File: src/logic/ums_pkg.sv
// How it works
// - reading modem status clears four change bits
// - bit 0 flags clear-to-send change
// - clear-to-send irq only without auto flow
// - bit 1 flags data-set-ready change, irq
// - bit 2 flags ring low-to-high only
// - bit 3 flags carrier detect change, irq
// - bit 4 inverted cts, loop uses rts
// - bit 5 inverted dsr, loop uses dtr
// - bit 6 inverted ri, loop uses user_output_one
// - bit 7 inverted dcd, loop uses user_output_two
// - divisor 1..65535 yields 16x enable
// - divisor held in two 8-bit latches
// - writing either latch reloads baud counter
// - shifter assembles chars into 16-entry fifo
// - receiver timed by 16x receive clock
// - char mode data-ready irq, read clears
// - fifo mode irq from trigger level setting
// - loopback disconnects inputs, feeds controls back
// - control bit 5 enables auto flow
package ums_pkg;
    localparam logic [2:0] OFF_DATA = 3'h0;
    localparam logic [2:0] OFF_IEN = 3'h1;
    localparam logic [2:0] OFF_FCTL = 3'h2;
    localparam logic [2:0] OFF_LCTL = 3'h3;
    localparam logic [2:0] OFF_MCTL = 3'h4;
    localparam logic [2:0] OFF_LSTAT = 3'h5;
    localparam logic [2:0] OFF_MSTAT = 3'h6;
    localparam int LCR_DIVISOR_ACCESS_BIT = 7;
    localparam int MCR_DTR = 0;
    localparam int MCR_RTS = 1;
    localparam int MCR_USER_OUTPUT_ONE = 2;
    localparam int MCR_USER_OUTPUT_TWO = 3;
    localparam int MCR_LOOP = 4;
    localparam int MCR_AFE = 5;
    localparam int IER_RDA = 0;
    localparam int IER_MS = 3;
    localparam int FCR_EN = 0;
    localparam int FCR_TRIG = 6;
    localparam logic [7:0] RST_BYTE = 8'h00;
    localparam logic [15:0] RST_DIV = 16'h0000;
    localparam int FIFO_DEPTH = 16;
    localparam int OVS = 16;
    localparam logic [3:0] OVS_MID = 4'h7;
    localparam logic [3:0] OVS_LAST = 4'hF;
    localparam logic [2:0] DATA_LAST = 3'h7;
    typedef enum logic [1:0] {
        RX_IDLE = 2'b00,
        RX_START = 2'b01,
        RX_DATA = 2'b11,
        RX_STOP = 2'b10
    } ums_rx_state_type;
    typedef struct packed {
        logic dcd;
        logic ri;
        logic dsr;
        logic cts;
    } ums_modem_type;
    typedef struct packed {
        logic [2:0] addr;
        logic [7:0] wdata;
        logic wr;
        logic rd;
    } ums_bus_type;
endpackage : ums_pkg

File: src/logic/ums_top.sv
// The strobed register port and the register offsets are this design's own decisions.
`timescale 1ns/1ns
`default_nettype none
module ums_top (
    input wire logic MCLK,
    input wire logic SYS_RST,
    input wire logic CE,
    input wire ums_pkg::ums_bus_type BUS,
    output logic [7:0] RDATA,
    input wire ums_pkg::ums_modem_type MODEM_N,
    input wire logic SERIAL_INPUT,
    input wire logic RCLK16,
    output logic BAUD16_EN,
    output logic DTR_N,
    output logic RTS_N,
    output logic USER_OUTPUT_ONE_N,
    output logic USER_OUTPUT_TWO_N,
    output logic MODEM_IRQ,
    output logic RX_IRQ
);
    import ums_pkg::*;

    function automatic logic [3:0] fifo_count(input logic [4:0] c);
        fifo_count = c[3:0];
    endfunction : fifo_count

    logic [7:0] ier_q, lcr_q, mcr_q, fcr_q;
    logic [7:0] dll_q, dlm_q;
    logic [15:0] bcnt_q;
    logic baud_q;
    logic rd_msr, rd_rbr, wr_dll, wr_dlm;
    logic divisor_access_bit;

    assign divisor_access_bit = lcr_q[LCR_DIVISOR_ACCESS_BIT];
    assign rd_msr = CE && BUS.rd && BUS.addr == OFF_MSTAT;
    assign rd_rbr = CE && BUS.rd && BUS.addr == OFF_DATA && !divisor_access_bit;
    assign wr_dll = CE && BUS.wr && BUS.addr == OFF_DATA && divisor_access_bit;
    assign wr_dlm = CE && BUS.wr && BUS.addr == OFF_IEN && divisor_access_bit;

    // control registers
    always_ff @(posedge MCLK) begin
        if (SYS_RST) begin
            ier_q <= RST_BYTE;
            lcr_q <= RST_BYTE;
            mcr_q <= RST_BYTE;
            fcr_q <= RST_BYTE;
        end else if (CE && BUS.wr) begin
            unique case (BUS.addr)
                OFF_IEN: if (!divisor_access_bit) ier_q <= BUS.wdata;
                OFF_FCTL: fcr_q <= BUS.wdata;
                OFF_LCTL: lcr_q <= BUS.wdata;
                OFF_MCTL: mcr_q <= BUS.wdata;
                default: ;
            endcase
        end
    end

    always_ff @(posedge MCLK) begin
        if (SYS_RST) begin
            dll_q <= RST_DIV[7:0];
            dlm_q <= RST_DIV[15:8];
        end else begin
            if (wr_dll) dll_q <= BUS.wdata;
            if (wr_dlm) dlm_q <= BUS.wdata;
        end
    end

    always_ff @(posedge MCLK) begin
        if (SYS_RST) begin
            bcnt_q <= RST_DIV;
            baud_q <= 1'b0;
        end else if (CE) begin
            baud_q <= 1'b0;
            if (wr_dll) begin
                bcnt_q <= {dlm_q, BUS.wdata};
            end else if (wr_dlm) begin
                bcnt_q <= {BUS.wdata, dll_q};
            end else if ({dlm_q, dll_q} != RST_DIV) begin
                if (bcnt_q <= 16'h0001) begin
                    bcnt_q <= {dlm_q, dll_q};
                    baud_q <= 1'b1;
                end else begin
                    bcnt_q <= bcnt_q - 16'h0001;
                end
            end
        end
    end
    assign BAUD16_EN = baud_q;

    // modem input synchronisers
    ums_modem_type m1_q, m2_q, prev_q;
    logic prev_ok_q;
    always_ff @(posedge MCLK) begin
        if (SYS_RST) begin
            m1_q <= '1;
            m2_q <= '1;
        end else if (CE) begin
            m1_q <= MODEM_N;
            m2_q <= m1_q;
        end
    end

    ums_modem_type live;
    always_comb begin
        if (mcr_q[MCR_LOOP]) begin
            live.cts = mcr_q[MCR_RTS];
            live.dsr = mcr_q[MCR_DTR];
            live.ri = mcr_q[MCR_USER_OUTPUT_ONE];
            live.dcd = mcr_q[MCR_USER_OUTPUT_TWO];
        end else begin
            live = ~m2_q;
        end
    end

    logic [3:0] delta_q;
    logic [3:0] ev;
    always_comb begin
        // cts change, masked by auto flow
        ev[0] = prev_ok_q && (live.cts != prev_q.cts) && !mcr_q[MCR_AFE];
        ev[1] = prev_ok_q && (live.dsr != prev_q.dsr);
        // ring trailing edge: pin low to high, status high to low
        ev[2] = prev_ok_q && prev_q.ri && !live.ri;
        ev[3] = prev_ok_q && (live.dcd != prev_q.dcd);
    end

    // read clears, a new event wins
    always_ff @(posedge MCLK) begin
        if (SYS_RST) begin
            delta_q <= 4'h0;
            prev_q <= '0;
            prev_ok_q <= 1'b0;
        end else if (CE) begin
            prev_q <= live;
            prev_ok_q <= 1'b1;
            delta_q <= (rd_msr ? 4'h0 : delta_q) | ev;
            if (mcr_q[MCR_AFE]) delta_q[0] <= 1'b0;
        end
    end

    // receive clock domain
    logic rc1_q, rc2_q, rc3_q, sin1_q, sin2_q, rx_bit;
    logic tick;
    always_ff @(posedge MCLK) begin
        if (SYS_RST) begin
            rc1_q <= 1'b0;
            rc2_q <= 1'b0;
            rc3_q <= 1'b0;
            sin1_q <= 1'b1;
            sin2_q <= 1'b1;
        end else if (CE) begin
            rc1_q <= RCLK16;
            rc2_q <= rc1_q;
            rc3_q <= rc2_q;
            sin1_q <= SERIAL_INPUT;
            sin2_q <= sin1_q;
        end
    end
    // sample on rising edge of the 16x receive clock
    assign tick = CE && rc2_q && !rc3_q;
    assign rx_bit = mcr_q[MCR_LOOP] ? 1'b1 : sin2_q;

    ums_rx_state_type st_q;
    logic [3:0] ph_q;
    logic [2:0] bit_q;
    logic [7:0] shf_q;
    logic push;
    assign push = tick && st_q == RX_STOP && ph_q == OVS_LAST && rx_bit;

    always_ff @(posedge MCLK) begin
        if (SYS_RST) begin
            st_q <= RX_IDLE;
            ph_q <= 4'h0;
            bit_q <= 3'h0;
            shf_q <= RST_BYTE;
        end else if (tick) begin
            ph_q <= ph_q + 4'h1;
            unique case (st_q)
                RX_IDLE: begin
                    ph_q <= 4'h0;
                    if (!rx_bit) st_q <= RX_START;
                end
                RX_START: begin
                    if (ph_q == OVS_MID) begin
                        ph_q <= 4'h0;
                        st_q <= rx_bit ? RX_IDLE : RX_DATA;
                    end
                end
                RX_DATA: begin
                    if (ph_q == OVS_LAST) begin
                        shf_q <= {rx_bit, shf_q[7:1]};
                        bit_q <= bit_q + 3'h1;
                        if (bit_q == DATA_LAST) st_q <= RX_STOP;
                    end
                end
                RX_STOP: begin
                    if (ph_q == OVS_LAST) st_q <= RX_IDLE;
                end
            endcase
        end
    end

    logic [7:0] mem_q [FIFO_DEPTH];
    logic [3:0] wp_q, rp_q;
    logic [4:0] cnt_q;
    logic fifo_mode, do_push, do_pop;
    assign fifo_mode = fcr_q[FCR_EN];
    assign do_pop = rd_rbr && cnt_q != 5'h00;
    assign do_push = push && (cnt_q != 5'h10 || do_pop);
    always_ff @(posedge MCLK) begin
        if (do_push) mem_q[wp_q] <= shf_q;
    end
    always_ff @(posedge MCLK) begin
        if (SYS_RST) begin
            wp_q <= 4'h0;
            rp_q <= 4'h0;
            cnt_q <= 5'h00;
        end else if (CE) begin
            if (do_push) wp_q <= wp_q + 4'h1;
            if (do_pop) rp_q <= rp_q + 4'h1;
            cnt_q <= cnt_q + {4'h0, do_push} - {4'h0, do_pop};
        end
    end

    logic [4:0] trig;
    always_comb begin
        unique case (fcr_q[FCR_TRIG +: 2])
            2'b00: trig = 5'h01;
            2'b01: trig = 5'h04;
            2'b10: trig = 5'h08;
            default: trig = 5'h0E;
        endcase
    end

    logic rx_irq_q, ms_irq_q;
    logic [7:0] rdata_q;
    always_ff @(posedge MCLK) begin
        if (SYS_RST) begin
            rx_irq_q <= 1'b0;
            ms_irq_q <= 1'b0;
        end else if (CE) begin
            ms_irq_q <= ier_q[IER_MS] && delta_q != 4'h0;
            if (fifo_mode)
                rx_irq_q <= ier_q[IER_RDA] && cnt_q >= trig;
            else
                rx_irq_q <= ier_q[IER_RDA] && cnt_q != 5'h00;
        end
    end
    assign RX_IRQ = rx_irq_q;
    assign MODEM_IRQ = ms_irq_q;

    // read data, one cycle later
    always_ff @(posedge MCLK) begin
        if (SYS_RST) begin
            rdata_q <= RST_BYTE;
        end else if (CE) begin
            rdata_q <= RST_BYTE;
            if (BUS.rd) begin
                unique case (BUS.addr)
                    OFF_DATA: rdata_q <= divisor_access_bit ? dll_q : mem_q[rp_q];
                    OFF_IEN: rdata_q <= divisor_access_bit ? dlm_q : ier_q;
                    OFF_LCTL: rdata_q <= lcr_q;
                    OFF_MCTL: rdata_q <= mcr_q;
                    OFF_LSTAT: rdata_q <= {7'h00, cnt_q != 5'h00};
                    OFF_MSTAT: rdata_q <= {live.dcd, live.ri, live.dsr,
                        live.cts, delta_q};
                    default: rdata_q <= RST_BYTE;
                endcase
            end
        end
    end
    assign RDATA = rdata_q;

    // modem outputs: set bit drives low, forced high in loopback
    logic [3:0] mout_q;
    always_ff @(posedge MCLK) begin
        if (SYS_RST) mout_q <= 4'hF;
        else if (CE) mout_q <= mcr_q[MCR_LOOP] ? 4'hF : ~mcr_q[3:0];
    end
    assign DTR_N = mout_q[0];
    assign RTS_N = mout_q[1];
    assign USER_OUTPUT_ONE_N = mout_q[2];
    assign USER_OUTPUT_TWO_N = mout_q[3];

    logic unused;
    assign unused = ^{fifo_count(cnt_q), BUS.wdata[0]};

    property p_msr_clear;
        @(posedge MCLK) disable iff (SYS_RST)
        rd_msr && ev == 4'h0 |=> delta_q == 4'h0;
    endproperty
    a_msr_clear: assert property (p_msr_clear)
        else $error("change bits kept");
    property p_afe;
        @(posedge MCLK) disable iff (SYS_RST)
        CE && mcr_q[MCR_AFE] |=> !delta_q[0];
    endproperty
    a_afe: assert property (p_afe)
        else $error("cts change under auto flow");
    property p_loop;
        @(posedge MCLK) disable iff (SYS_RST)
        mcr_q[MCR_LOOP] |-> live.cts == mcr_q[MCR_RTS]
            && live.ri == mcr_q[MCR_USER_OUTPUT_ONE];
    endproperty
    a_loop: assert property (p_loop)
        else $error("loopback source wrong");
    property p_reload;
        @(posedge MCLK) disable iff (SYS_RST)
        wr_dll |=> bcnt_q == {dlm_q, dll_q};
    endproperty
    a_reload: assert property (p_reload)
        else $error("counter not reloaded");
    property p_char_irq;
        @(posedge MCLK) disable iff (SYS_RST)
        CE && !fifo_mode && ier_q[IER_RDA] && cnt_q != 5'h00 |=> rx_irq_q;
    endproperty
    a_char_irq: assert property (p_char_irq)
        else $error("no data irq");
    property p_fifo_cap;
        @(posedge MCLK) disable iff (SYS_RST)
        cnt_q <= 5'h10;
    endproperty
    a_fifo_cap: assert property (p_fifo_cap)
        else $error("fifo overfilled");
    // ring flag only rises after status ri fell, i.e. pin went high
    property p_ring;
        @(posedge MCLK) disable iff (SYS_RST)
        $rose(delta_q[2]) |-> $past(prev_q.ri) && !$past(live.ri);
    endproperty
    a_ring: assert property (p_ring)
        else $error("ring edge wrong");
    property p_baud;
        @(posedge MCLK) disable iff (SYS_RST)
        baud_q |-> !$past(baud_q) || {dlm_q, dll_q} == 16'h0001;
    endproperty
    a_baud: assert property (p_baud)
        else $error("baud pulse too close");
    c_push: cover property (@(posedge MCLK) do_push);
    c_msr: cover property (@(posedge MCLK) rd_msr && delta_q != 4'h0);
    c_baud: cover property (@(posedge MCLK) baud_q);
    c_ring: cover property (@(posedge MCLK) ev[2]);
    c_loop: cover property (@(posedge MCLK) mcr_q[MCR_LOOP] && rd_msr);
endmodule : ums_top
`default_nettype wire

File: config.mk
export PLATFORM = sky130hd
export DESIGN_NAME = ums_top
export DESIGN_NICKNAME = d
export VERILOG_FILES = /design/src/logic/ums_pkg.sv /design/src/logic/ums_top.sv
export SDC_FILE = /design/constraint.sdc
export NUM_CORES = 1
export LEC_CHECK = 0
export BUFFER_PORTS_ARGS = -buffer_cell sky130_fd_sc_hd__buf_4
export CAP_MARGIN = 15
export CORE_ASPECT_RATIO = 1.25
export CORE_MARGIN = 4
export CORE_UTILIZATION = 67
export CTS_CLUSTER_DIAMETER = 30
export DETAILED_ROUTE_END_ITERATION = 12
export GPL_TIMING_DRIVEN = 1
export PLACE_DENSITY = 0.85
export RECOVER_POWER = 25
export SYNTH_ARGS = -nofsm -noshare
export SYNTH_HDL_FRONTEND = slang
export SYNTH_SLANG_ARGS = --single-unit
export TNS_END_PERCENT = 1
File: constraint.sdc
create_clock -name MCLK -period 6.4 [get_ports MCLK]
set_clock_uncertainty 0.05 [all_clocks]
set_input_delay 1.28 -clock MCLK [delete_from_list [all_inputs] [get_ports MCLK]]
set_output_delay 1.28 -clock MCLK [all_outputs]
set_load 0.01 [all_outputs]
==> results of run 1 <==
## worst max-delay path: stages
cell      delay [ns]
buf_4           0.20
or3_1           0.44
o311a_1         0.39
nor3_2          0.52
inv_1           0.11
ha_1            0.30
inv_1           0.06
ha_1            0.15
inv_1           0.05
fa_1            0.39
nand2b_1        0.16
a21oi_1         0.20
o21ai_0         0.13
a21oi_1         0.17
mux2_2          0.35
## through the flow
stage	setup WS, ns	instances	instance area (sq um)
6_report	1.84	1222	13000
5_1_grt	1.60	1222	13000
4_1_cts	1.88	1219	13000
3_5_place_dp	1.44	1150	11600
3_3_place_gp	1.58	1150	11600
2_1_floorplan	1.91	953	11300
## kinds of logic after synthesis
family,after synthesis,synth area share
DFF,258,0.571
buffers and inverters,85,0.0290
and+or+nand+nor,290,0.120
xor gates and xnor gates,19,0.0147
AOI/OAI and AO/OA,163,0.0989
adders and majority gates,21,0.0239
muxes,117,0.142
## flip-flops by register name, indices dropped and copies added (netlist names), 4 cells and up, named ones only
register	cells
prev_q	4
shf_q	8
dll_q	8
mem_q	128
delta_q	4
m1_q	4
bcnt_q	16
RDATA	8
ph_q	4
mcr_q	8
lcr_q	8
ier_q	8
cnt_q	5
m2_q	4
wp_q	4
mout_q	4
rp_q	4
dlm_q	8
## worst max-delay path by stage
stage               cells after the start                    end  slack [ns]    start
floorplan                              15  cnt_q[4]$_SDFFE_PP0P_        1.91  BUS[11]
detailed placement                     15  cnt_q[4]$_SDFFE_PP0P_        1.44  BUS[11]
finish                                 15  cnt_q[4]$_SDFFE_PP0P_        1.84  BUS[11]
CTS                                    15  cnt_q[4]$_SDFFE_PP0P_        1.88  BUS[11]
global route                           15  cnt_q[4]$_SDFFE_PP0P_        1.60  BUS[11]
global placement                       15  cnt_q[4]$_SDFFE_PP0P_        1.58  BUS[11]
## report_power, final
group          internal, mW  switching [mW]  total (mW)
clock network          1.52           0.734        2.26
logic                0.0583          0.0873       0.146
registers              1.73          0.0137        1.75
## placed cells by master, fill, tap and decap left out, types with 9 or more instances in the layout
cell type,Yosys,layout
ha_1,20,20
mux2_2,26,26
dfxtp_1,130,128
edfxtp_1,128,128
nand3_1,11,11
nor4_1,10,10
mux2i_1,58,58
a211oi_1,10,10
xnor2_1,11,11
nand4_1,9,9
nor2_1,104,104
nor3_1,11,11
o21ai_0,26,26
nand2_1,91,91
inv_1,26,26
a21oi_1,44,44
mux4_2,32,32
buf_4,0,39
clkbuf_16,0,41
## layout make-up
class	count	area [sq um]	area share
Inverter	27	101	0.00777
Timing Repair Buffer	42	310	0.0238
Clock inverter	19	313	0.0240
Sequential cell	258	6450	0.494
Multi-Input combinational cell	610	4510	0.346
Tap cell	216	270	0.0207
Clock buffer	50	1090	0.0835
## layer usage
metal / vias up / routed length [um] / share of wire
met5: - / 0 / 0
met4: 0 / 1120 / 0.041
met3: 97 / 1980 / 0.073
met2: 386 / 13800 / 0.51
met1: 3851 / 10200 / 0.38
li1: 3608 / - / -
==> key figures, run 1 <==
Floorplanning
  – Starting Density: 0.688
  – I/O pin count: 37
  – CORE AREA: ~16,000 sq um
  – Die area: 19,000 sq um
  – Rows: 52
  – Die Ht: about 150 um
  – Die width: 124 um

Setup path
  – Kind of end point of the critical path: flip-flop
  – Reg2reg end: cnt_q[4]$_SDFFE_PP0P_
  – CP arrival: between 4 and 5 ns
  – CP Class: input pin to flip-flop
  – CP required: 6.75 ns
  – Worst r2r src: mcr_q[4]$_SDFFE_PP0P_
  – Flop2flop setup slack: between 2 and 2.5 ns
  – Reg2reg path depth: 14
  – Crit Path Max Fanout: 26
  – Crit start category: input pin

Clocking
  – Clk slew on worst S/H paths: 0.05 ns
  – Clk_lat worst skew: between 0.5 and 0.6 ns
  – Clock buffer depth: 3
  – CTS Root Cell: clkbuf_16
  – Clock Sinks: 258
  – Postcts setup bufs: 0
  – TritonCTS buffer count: 39
  – Cts-stage hold buffer count: 0
  – Cts repair resizes: 0
  – CTS tree: done
  – H-tree lvl count: 2

Cells and area
  – Filler cell count in the final layout: ~960
  – Nets: 1,021
  – Ant diodes: 0
  – Layout cell share with drive strength beyond 1: 0.176
  – Final Util: 0.796
  – Area delta synth->final: 15.6%

Synthesis
  – Leading post-synthesis cells by cell area: edfxtp_1 34%, dfxtp_1 23%, mux4_2 6.4%
  – Top cell type's share of synthesized area: 0.341
  – Yosys Warn Count: 0
  – Count leader, synth: dfxtp_1
  – Unique masters post-synth: 68
  – Syn Area/Cell: roughly 12 sq um
  – Post-Syn Instances: ~950
  – Commonest cells post-synth: 130 x dfxtp_1, 128 x edfxtp_1, 104 x nor2_1
  – Net Count, Synth: between 900 and 1,000
  – Number of synthesized flops with an enable pin: between 100 and 150
  – Sequential share of the synthesized area: 0.571
  – Post-synthesis register bit count: approximately 260
  – Fraction of registers with async set/reset: 0
  – Largest area contributor in the netlist: edfxtp_1
  – Ys flop type: dfxtp_1
  – Synth Cell Area: approximately 11,000 sq um

Global routing
  – Routing usage on met3: 0.0569
  – Global routing's busiest layer: met2
  – GRT Residual Overflow: 0
  – Global-route wire length before repair: 42,700 um
  – All-Layer GR Usage: 0.290
  – Pin count of the biggest net entering global routing: 87
  – Met1 Track Usage GR: 0.369
  – Routing usage on met2: 0.485
  – Antenna violations before repair: 0
  – Vias in the first global route: slightly below 8,000

Hold path
  – Worst min path class: flip-flop to flip-flop
  – Cell count of the worst hold path: 2
  – WHS Endpoint: BAUD16_EN$_SDFFE_PP0P_
  – Min-Delay Startpoint: BAUD16_EN$_SDFFE_PP0P_

STA
  – Setup Viol. Count Final: 0
  – Fin. max-slew vios: 0
  – RSZ-0062 raised after global routing: no
  – Fmax: roughly 220 MHz
  – Min cycle time layout: between 4 and 5 ns
  – Slew HR: 0.287
  – Worst slew pin tran: around 1.1 ns
  – Worst-case hold slack: 0.416 ns
  – Setup TNS: 0 ns
  – Fin. Hold Viols: 0
  – Period utilization: 0.713

Placement
  – Dpl hpwl: ~17,000 um
  – Port buffer count: 36
  – Gp weighted congestion: between 0.9 and 1

Drt
  – DR WL/cell: ~22 um
  – ANT nets after route: 0
  – 1st-iter DRT viols: approximately 1,100
  – First drt pass iteration count: 6
  – Routed vias: approximately 8,000
  – Vias per cell: about 6.5
  – Routed WL: 27,100 um
  – DRC: 0

Power and ir drop
  – Worst VDD drop: slightly below 0.0003 V
  – Leakage: 5.18 nW
  – Design Power: 4.15 mW
  – Cell area power density: ~320 nW/um^2

Run
  – Maxcap violations: 0

Outcome
  – Status: completed
Power figures use the tool's default switching activity.
==> inputs of run 2 (changes only) <==
Settings changed: CORE_UTILIZATION 67 to 56, PLACE_DENSITY 0.85 to 0.76.
Clock period 6.4 ns to 3.9 ns, I/O delays scaled along.
==> run 2 against run 1 <==
  * Clock power rose by 52%
  * Sequential power up 64%
  * Largest power group unchanged
  * Largest cell class unchanged
  * Count of clock-buffer cells in the layout is 3 lower
  * Cell count grew 6.4%
  * Total power is 58% higher
==> key figures, run 2 (same netlist as run 1, synthesis figures left out) <==
Floorplanning
  – CORE AREA: slightly below 20,000 sq um
  – Rows: 57
  – Die Ht: between 150 and 200 um
  – Die area: 22,500 sq um
  – Die width: around 130 um
  – Starting Density: 0.575
  – I/O pin count: 37

Drt
  – 1st-iter DRT viols: between 600 and 700
  – DR WL/cell: 20.2 um
  – First drt pass iteration count: 5
  – Routed vias: around 8,000
  – DRC: 0
  – Vias per cell: roughly 6
  – Routed WL: 26,300 um
  – ANT nets after route: 0

Clocking
  – H-tree lvl count: 2
  – TritonCTS buffer count: 39
  – Clock Sinks: ~260
  – Clk slew on worst S/H paths: 0.05 ns
  – Clk_lat worst skew: approximately 0.52 ns
  – CTS Root Cell: clkbuf_16
  – CTS tree: done
  – Clock buffer depth: 3
  – Cts-stage hold buffer count: 0
  – Cts repair resizes: 0
  – Postcts setup bufs: 0

Power and ir drop
  – Worst VDD drop: 0.000324 V
  – Cell area power density: about 500 nW/um^2
  – Leakage: around 5.3 nW

Cells and area
  – Most frequent cells in the layout: 129 x dfxtp_1, 128 x edfxtp_1, 104 x nor2_1
  – Max reg flops: between 100 and 150
  – Area delta synth->final: 17.4%
  – Filler cell count in the final layout: 1,404
  – Layout cell share with drive strength beyond 1: 0.200
  – Commonest non-fill, non-tap cell in the layout: dfxtp_1
  – Final instance area: 13,300 sq um
  – Largest Register: mem_q
  – Nets: 1,049
  – Regs by FF count: mem_q x128, bcnt_q x16
  – Ant diodes: 0
  – Multi-input logic area: roughly 4500 sq um
  – Register Area: about 6400 sq um

Placement
  – Placed cell areas: 11,900 sq um
  – Dpl hpwl: ~17,000 um
  – Gp weighted congestion: about 0.9
  – Port buffer count: 36

STA
  – RSZ-0062 raised after global routing: no
  – Fin. Hold Viols: 0
  – Min cycle time layout: about 3.5 ns
  – Setup Viol. Count Final: 0
  – Setup TNS: 0 ns
  – Slew HR: 0.424
  – Fin. max-slew vios: 0
  – Period utilization: 0.893
  – Fmax: 287 MHz
  – Worst slew pin tran: ~0.86 ns
  – Worst-case hold slack: slightly above 0.4 ns

Setup path
  – Reg2reg end: cnt_q[4]$_SDFFE_PP0P_
  – CP required: between 4 and 5 ns
  – Crit path from: BUS[10]
  – CP Class: input pin to flip-flop
  – Flop2flop setup slack: roughly 0.55 ns
  – Crit path to: cnt_q[4]$_SDFFE_PP0P_
  – Worst r2r src: cnt_q[2]$_SDFFE_PP0P_
  – Crit start category: input pin
  – Crit Path Max Fanout: 3
  – Kind of end point of the critical path: flip-flop
  – CP arrival: 3.82 ns
  – Reg2reg path depth: 14

Global routing
  – Met1 Track Usage GR: 0.288
  – Routing usage on met3: 0.0444
  – All-Layer GR Usage: 0.234
  – Global routing's busiest layer: met2
  – GRT Residual Overflow: 0
  – Vias in the first global route: 7,837
  – Global-route wire length before repair: roughly 42,000 um
  – Antenna violations before repair: 0
  – Routing usage on met2: 0.411
  – Pin count of the biggest net entering global routing: 56

Outcome
  – Status: completed

Run
  – Maxcap violations: 0

Hold path
  – Worst min path class: flip-flop to flip-flop
## run 2: final cells by class
class / count / share of cell area
multi-input cells: 610 / 0.343
repair buffers: 70 / 0.0396
clock buffers: 47 / 0.0814
inverters: 27 / 0.00765
clock inverters: 23 / 0.0173
flip-flops and latches: 258 / 0.486
well taps: 265 / 0.0250
## run 2: through the flow
stage / std cells / utilization / total power, mW / setup WS, ns
finish: 1300 / 0.676 / 6.55 / 0.415
detailed placement: 1230 / 0.609 / 3.17 / -0.0651
CTS: 1300 / 0.676 / 6.59 / 0.429
global route: 1300 / 0.676 / 6.76 / 0.248
global placement: 1230 / 0.609 / 3.16 / 0.0449
floorplan: 953 / - / 3.08 / 0.00240
## run 2: per-layer routing
layer,wire length (um),part of all wire
met5,0,0
met4,817,0.031
met3,1510,0.058
met2,13600,0.52
met1,10400,0.40
## run 2: worst min-delay path by stage
| stage | cells after the start | from | slack [ns] | end |
|---|---|---|---|---|
| finish | 2 | MODEM_IRQ$_SDFFE_PP0P_ | 0.41 | MODEM_IRQ$_SDFFE_PP0P_ |
| global route | 2 | MODEM_IRQ$_SDFFE_PP0P_ | 0.44 | MODEM_IRQ$_SDFFE_PP0P_ |
| CTS | 2 | MODEM_IRQ$_SDFFE_PP0P_ | 0.42 | MODEM_IRQ$_SDFFE_PP0P_ |
| detailed placement | 2 | MODEM_IRQ$_SDFFE_PP0P_ | 0.41 | MODEM_IRQ$_SDFFE_PP0P_ |
| global placement | 2 | sin2_q$_SDFFE_PP1P_ | 0.41 | sin2_q$_SDFFE_PP1P_ |
| floorplan | 2 | delta_q[2]$_SDFFE_PP0P_ | 0.39 | delta_q[2]$_SDFFE_PP0P_ |
## run 2: worst max-delay path, cell delays in order
cell and delay, ns:
buf_4 0.12, or3_4 0.42, o311a_4 0.34, nor3_4 0.20, inv_1 0.08, ha_1 0.26
inv_1 0.05, ha_1 0.15, inv_1 0.05, fa_1 0.39, nand2b_1 0.16, a21oi_1 0.21
o21ai_0 0.11, a21oi_1 0.15, mux2_2 0.34
## run 2: where the power goes
| group | leakage [nW] | switching (mW) | total, mW | internal, mW |
|---|---|---|---|---|
| Clock | 0.644 | 1.25 | 3.44 | 2.19 |
| Combinational | 2.10 | 0.145 | 0.248 | 0.103 |
| Sequential | 2.54 | 0.0212 | 2.87 | 2.84 |
==> inputs of run 3 (changes only) <==
Settings changed: BUFFER_PORTS_ARGS -buffer_cell sky130_fd_sc_hd__buf_4 to not set, CORE_UTILIZATION 56 to 57, DONT_BUFFER_PORTS set to 1, PLACE_DENSITY 0.76 to 0.75, REMOVE_ABC_BUFFERS set to 1.
==> run 3 against run 2 <==
  * Clock power is 6.1% higher
  * Non-clock buffer count is 54 lower
  * Critical endpoint unchanged
  * Cell count down 3.7%
  * Highest routed layer unchanged
==> key figures, run 3 (same netlist as run 1, synthesis figures left out) <==
Outcome
  – Status: completed

Drt
  – DR WL/cell: between 20 and 25 um
  – ANT nets after route: 0
  – Routed WL: 26,400 um
  – First drt pass iteration count: 6
  – 1st-iter DRT viols: 734
  – DRC: 0
  – Vias per cell: between 6 and 7
  – Routed vias: 7,673

Clocking
  – Cts-stage hold buffer count: 0
  – TritonCTS buffer count: 41
  – Clk slew on worst S/H paths: roughly 0.06 ns
  – Clock Sinks: roughly 260
  – Clk_lat worst skew: 0.52 ns
  – CTS tree: done
  – Clock buffer depth: 3
  – CTS Root Cell: clkbuf_16
  – Cts repair resizes: 0
  – Postcts setup bufs: 0
  – H-tree lvl count: 2

Setup path
  – CP arrival: about 3.8 ns
  – CP Class: flip-flop to flip-flop
  – Buf/Inv on CP: 3
  – Crit Path Max Fanout: 4
  – Kind of end point of the critical path: flip-flop
  – Reg2reg end: cnt_q[4]$_SDFFE_PP0P_
  – Slowest CP cell: nor4b_1
  – Worst r2r src: cnt_q[2]$_SDFFE_PP0P_
  – Critical path's top delay family: adder cells
  – CP required: 4.26 ns
  – Crit start category: flip-flop
  – Crit path cell chain: inv_1 > ha_1 > nor4b_1 > nor4_1 > ha_1 > inv_1 > ha_1 > inv_1 > fa_1 > nand2b_1 > a21oi_1 > o21ai_0 > a21oi_1 > mux2_2
  – Flop2flop setup slack: 0.50 ns
  – Max incr delay on CP: approximately 0.57 ns
  – Reg2reg path depth: 14

Placement
  – Dpl hpwl: approximately 17,000 um
  – Gp weighted congestion: between 0.8 and 0.9
  – Port buffer count: 0
  – Placed cell areas: around 12,000 sq um

Cells and area
  – Multi-input logic area: 4510 sq um
  – Largest Register: mem_q
  – Commonest non-fill, non-tap cell in the layout: dfxtp_1
  – Filler cell count in the final layout: roughly 1,400
  – Area delta synth->final: 14.7%
  – Layout cell share with drive strength beyond 1: 0.165
  – Max reg flops: 128
  – Regs by FF count: mem_q x128, bcnt_q x16
  – Nets: ~1,000
  – Register Area: about 6400 sq um
  – Most frequent cells in the layout: 129 x dfxtp_1, 128 x edfxtp_1, 104 x nor2_1
  – Ant diodes: 0
  – Final instance area: around 13,000 sq um

Global routing
  – Vias in the first global route: 7,474
  – GRT Residual Overflow: 0
  – All-Layer GR Usage: 0.242
  – Pin count of the biggest net entering global routing: 100
  – Antenna violations before repair: 0
  – Global-route wire length before repair: 41,800 um

Power and ir drop
  – Worst VDD drop: about 0.00032 V
  – Leakage: between 5 and 6 nW
  – Cell area power density: 517 nW/um^2
  – Design Power: 6.69 mW

Floorplanning
  – Die area: between 20,000 and 25,000 sq um
  – Rows: 57
  – Starting Density: 0.580
  – CORE AREA: 19,500 sq um
  – Die Ht: 165 um
  – Die width: 134 um
  – I/O pin count: 37

STA
  – Setup Viol. Count Final: 0
  – Min cycle time layout: between 3 and 4 ns
  – Slew HR: 0.354
  – Fin. Hold Viols: 0
  – RSZ-0062 raised after global routing: no
  – Fmax: slightly below 300 MHz
  – Worst slew pin tran: approximately 0.96 ns
  – Worst-case hold slack: ~0.29 ns
  – Fin. max-slew vios: 0
  – Setup TNS: 0 ns
  – Period utilization: 0.872

Hold path
  – WHS Endpoint: shf_q[4]$_SDFFE_PP0P_
  – Cell count of the worst hold path: 1
  – Min-Delay Startpoint: SYS_RST
  – Worst min path class: input pin to flip-flop

Run
  – Maxcap violations: 0
-- run 3: cell count changes in the layout (fill, tap and decap cells not counted), sizes merged --
cell / previous run / this run
buf: 70 / 16
inv: 35 / 42
clkbuf: 47 / 43
clkinvlp: 1 / 5
bufinv: 3 / 2
-- run 3: worst reg2reg max path: cells and delay by family (launching register included) --
family	cells	cell delay [ns]
AOI/OAI and AO/OA	3	0.41
and+or+nand+nor	3	0.90
muxes	1	0.34
buffers and inverters	3	0.21
DFF	1	0.35
adders and majority gates	4	1.02
-- run 3: stage by stage --
stage	setup WS [ns]	std cells	util
floorplan	0.0612	895	-
global placement	0.124	1176	0.592
detailed placement	0.0477	1176	0.592
CTS	0.511	1252	0.665
global route	0.129	1252	0.665
finish	0.500	1252	0.665
-- run 3: layout make-up --
type / count / area share
flip-flops and latches: 258 / 0.498
multi-input cells: 610 / 0.349
clock buffers: 43 / 0.0831
clock inverters: 33 / 0.0266
well taps: 265 / 0.0256
repair buffers: 16 / 0.0102
inverters: 27 / 0.00783
-- run 3: metal layers --
metal | vias up | wire [um] | track usage
met2 | 259 | 13100 | 0.410
met3 | 69 | 1730 | 0.0539
met1 | 3756 | 10500 | 0.299
met4 | 0 | 1050 | 0.106
li1 | 3589 | - | -
met5 | - | 0 | 0
-- run 3: where the power goes --
group	total (mW)	switching [mW]	internal, mW
clock	3.65	1.42	2.23
combinational	0.172	0.0910	0.0805
sequential	2.87	0.0241	2.84
total	6.69	1.54	5.15
-- run 3: worst max-delay path by stage --
stage,start,endpoint,slack (ns),cells after the start
finish,cnt_q[2]$_SDFFE_PP0P_,cnt_q[4]$_SDFFE_PP0P_,0.50,14
global placement,BUS[10],cnt_q[4]$_SDFFE_PP0P_,0.12,14
detailed placement,BUS[10],cnt_q[4]$_SDFFE_PP0P_,0.05,14
CTS,cnt_q[3]$_SDFFE_PP0P_,cnt_q[4]$_SDFFE_PP0P_,0.51,14
floorplan,BUS[10],cnt_q[4]$_SDFFE_PP0P_,0.06,14
global route,cnt_q[3]$_SDFFE_PP0P_,cnt_q[4]$_SDFFE_PP0P_,0.13,14
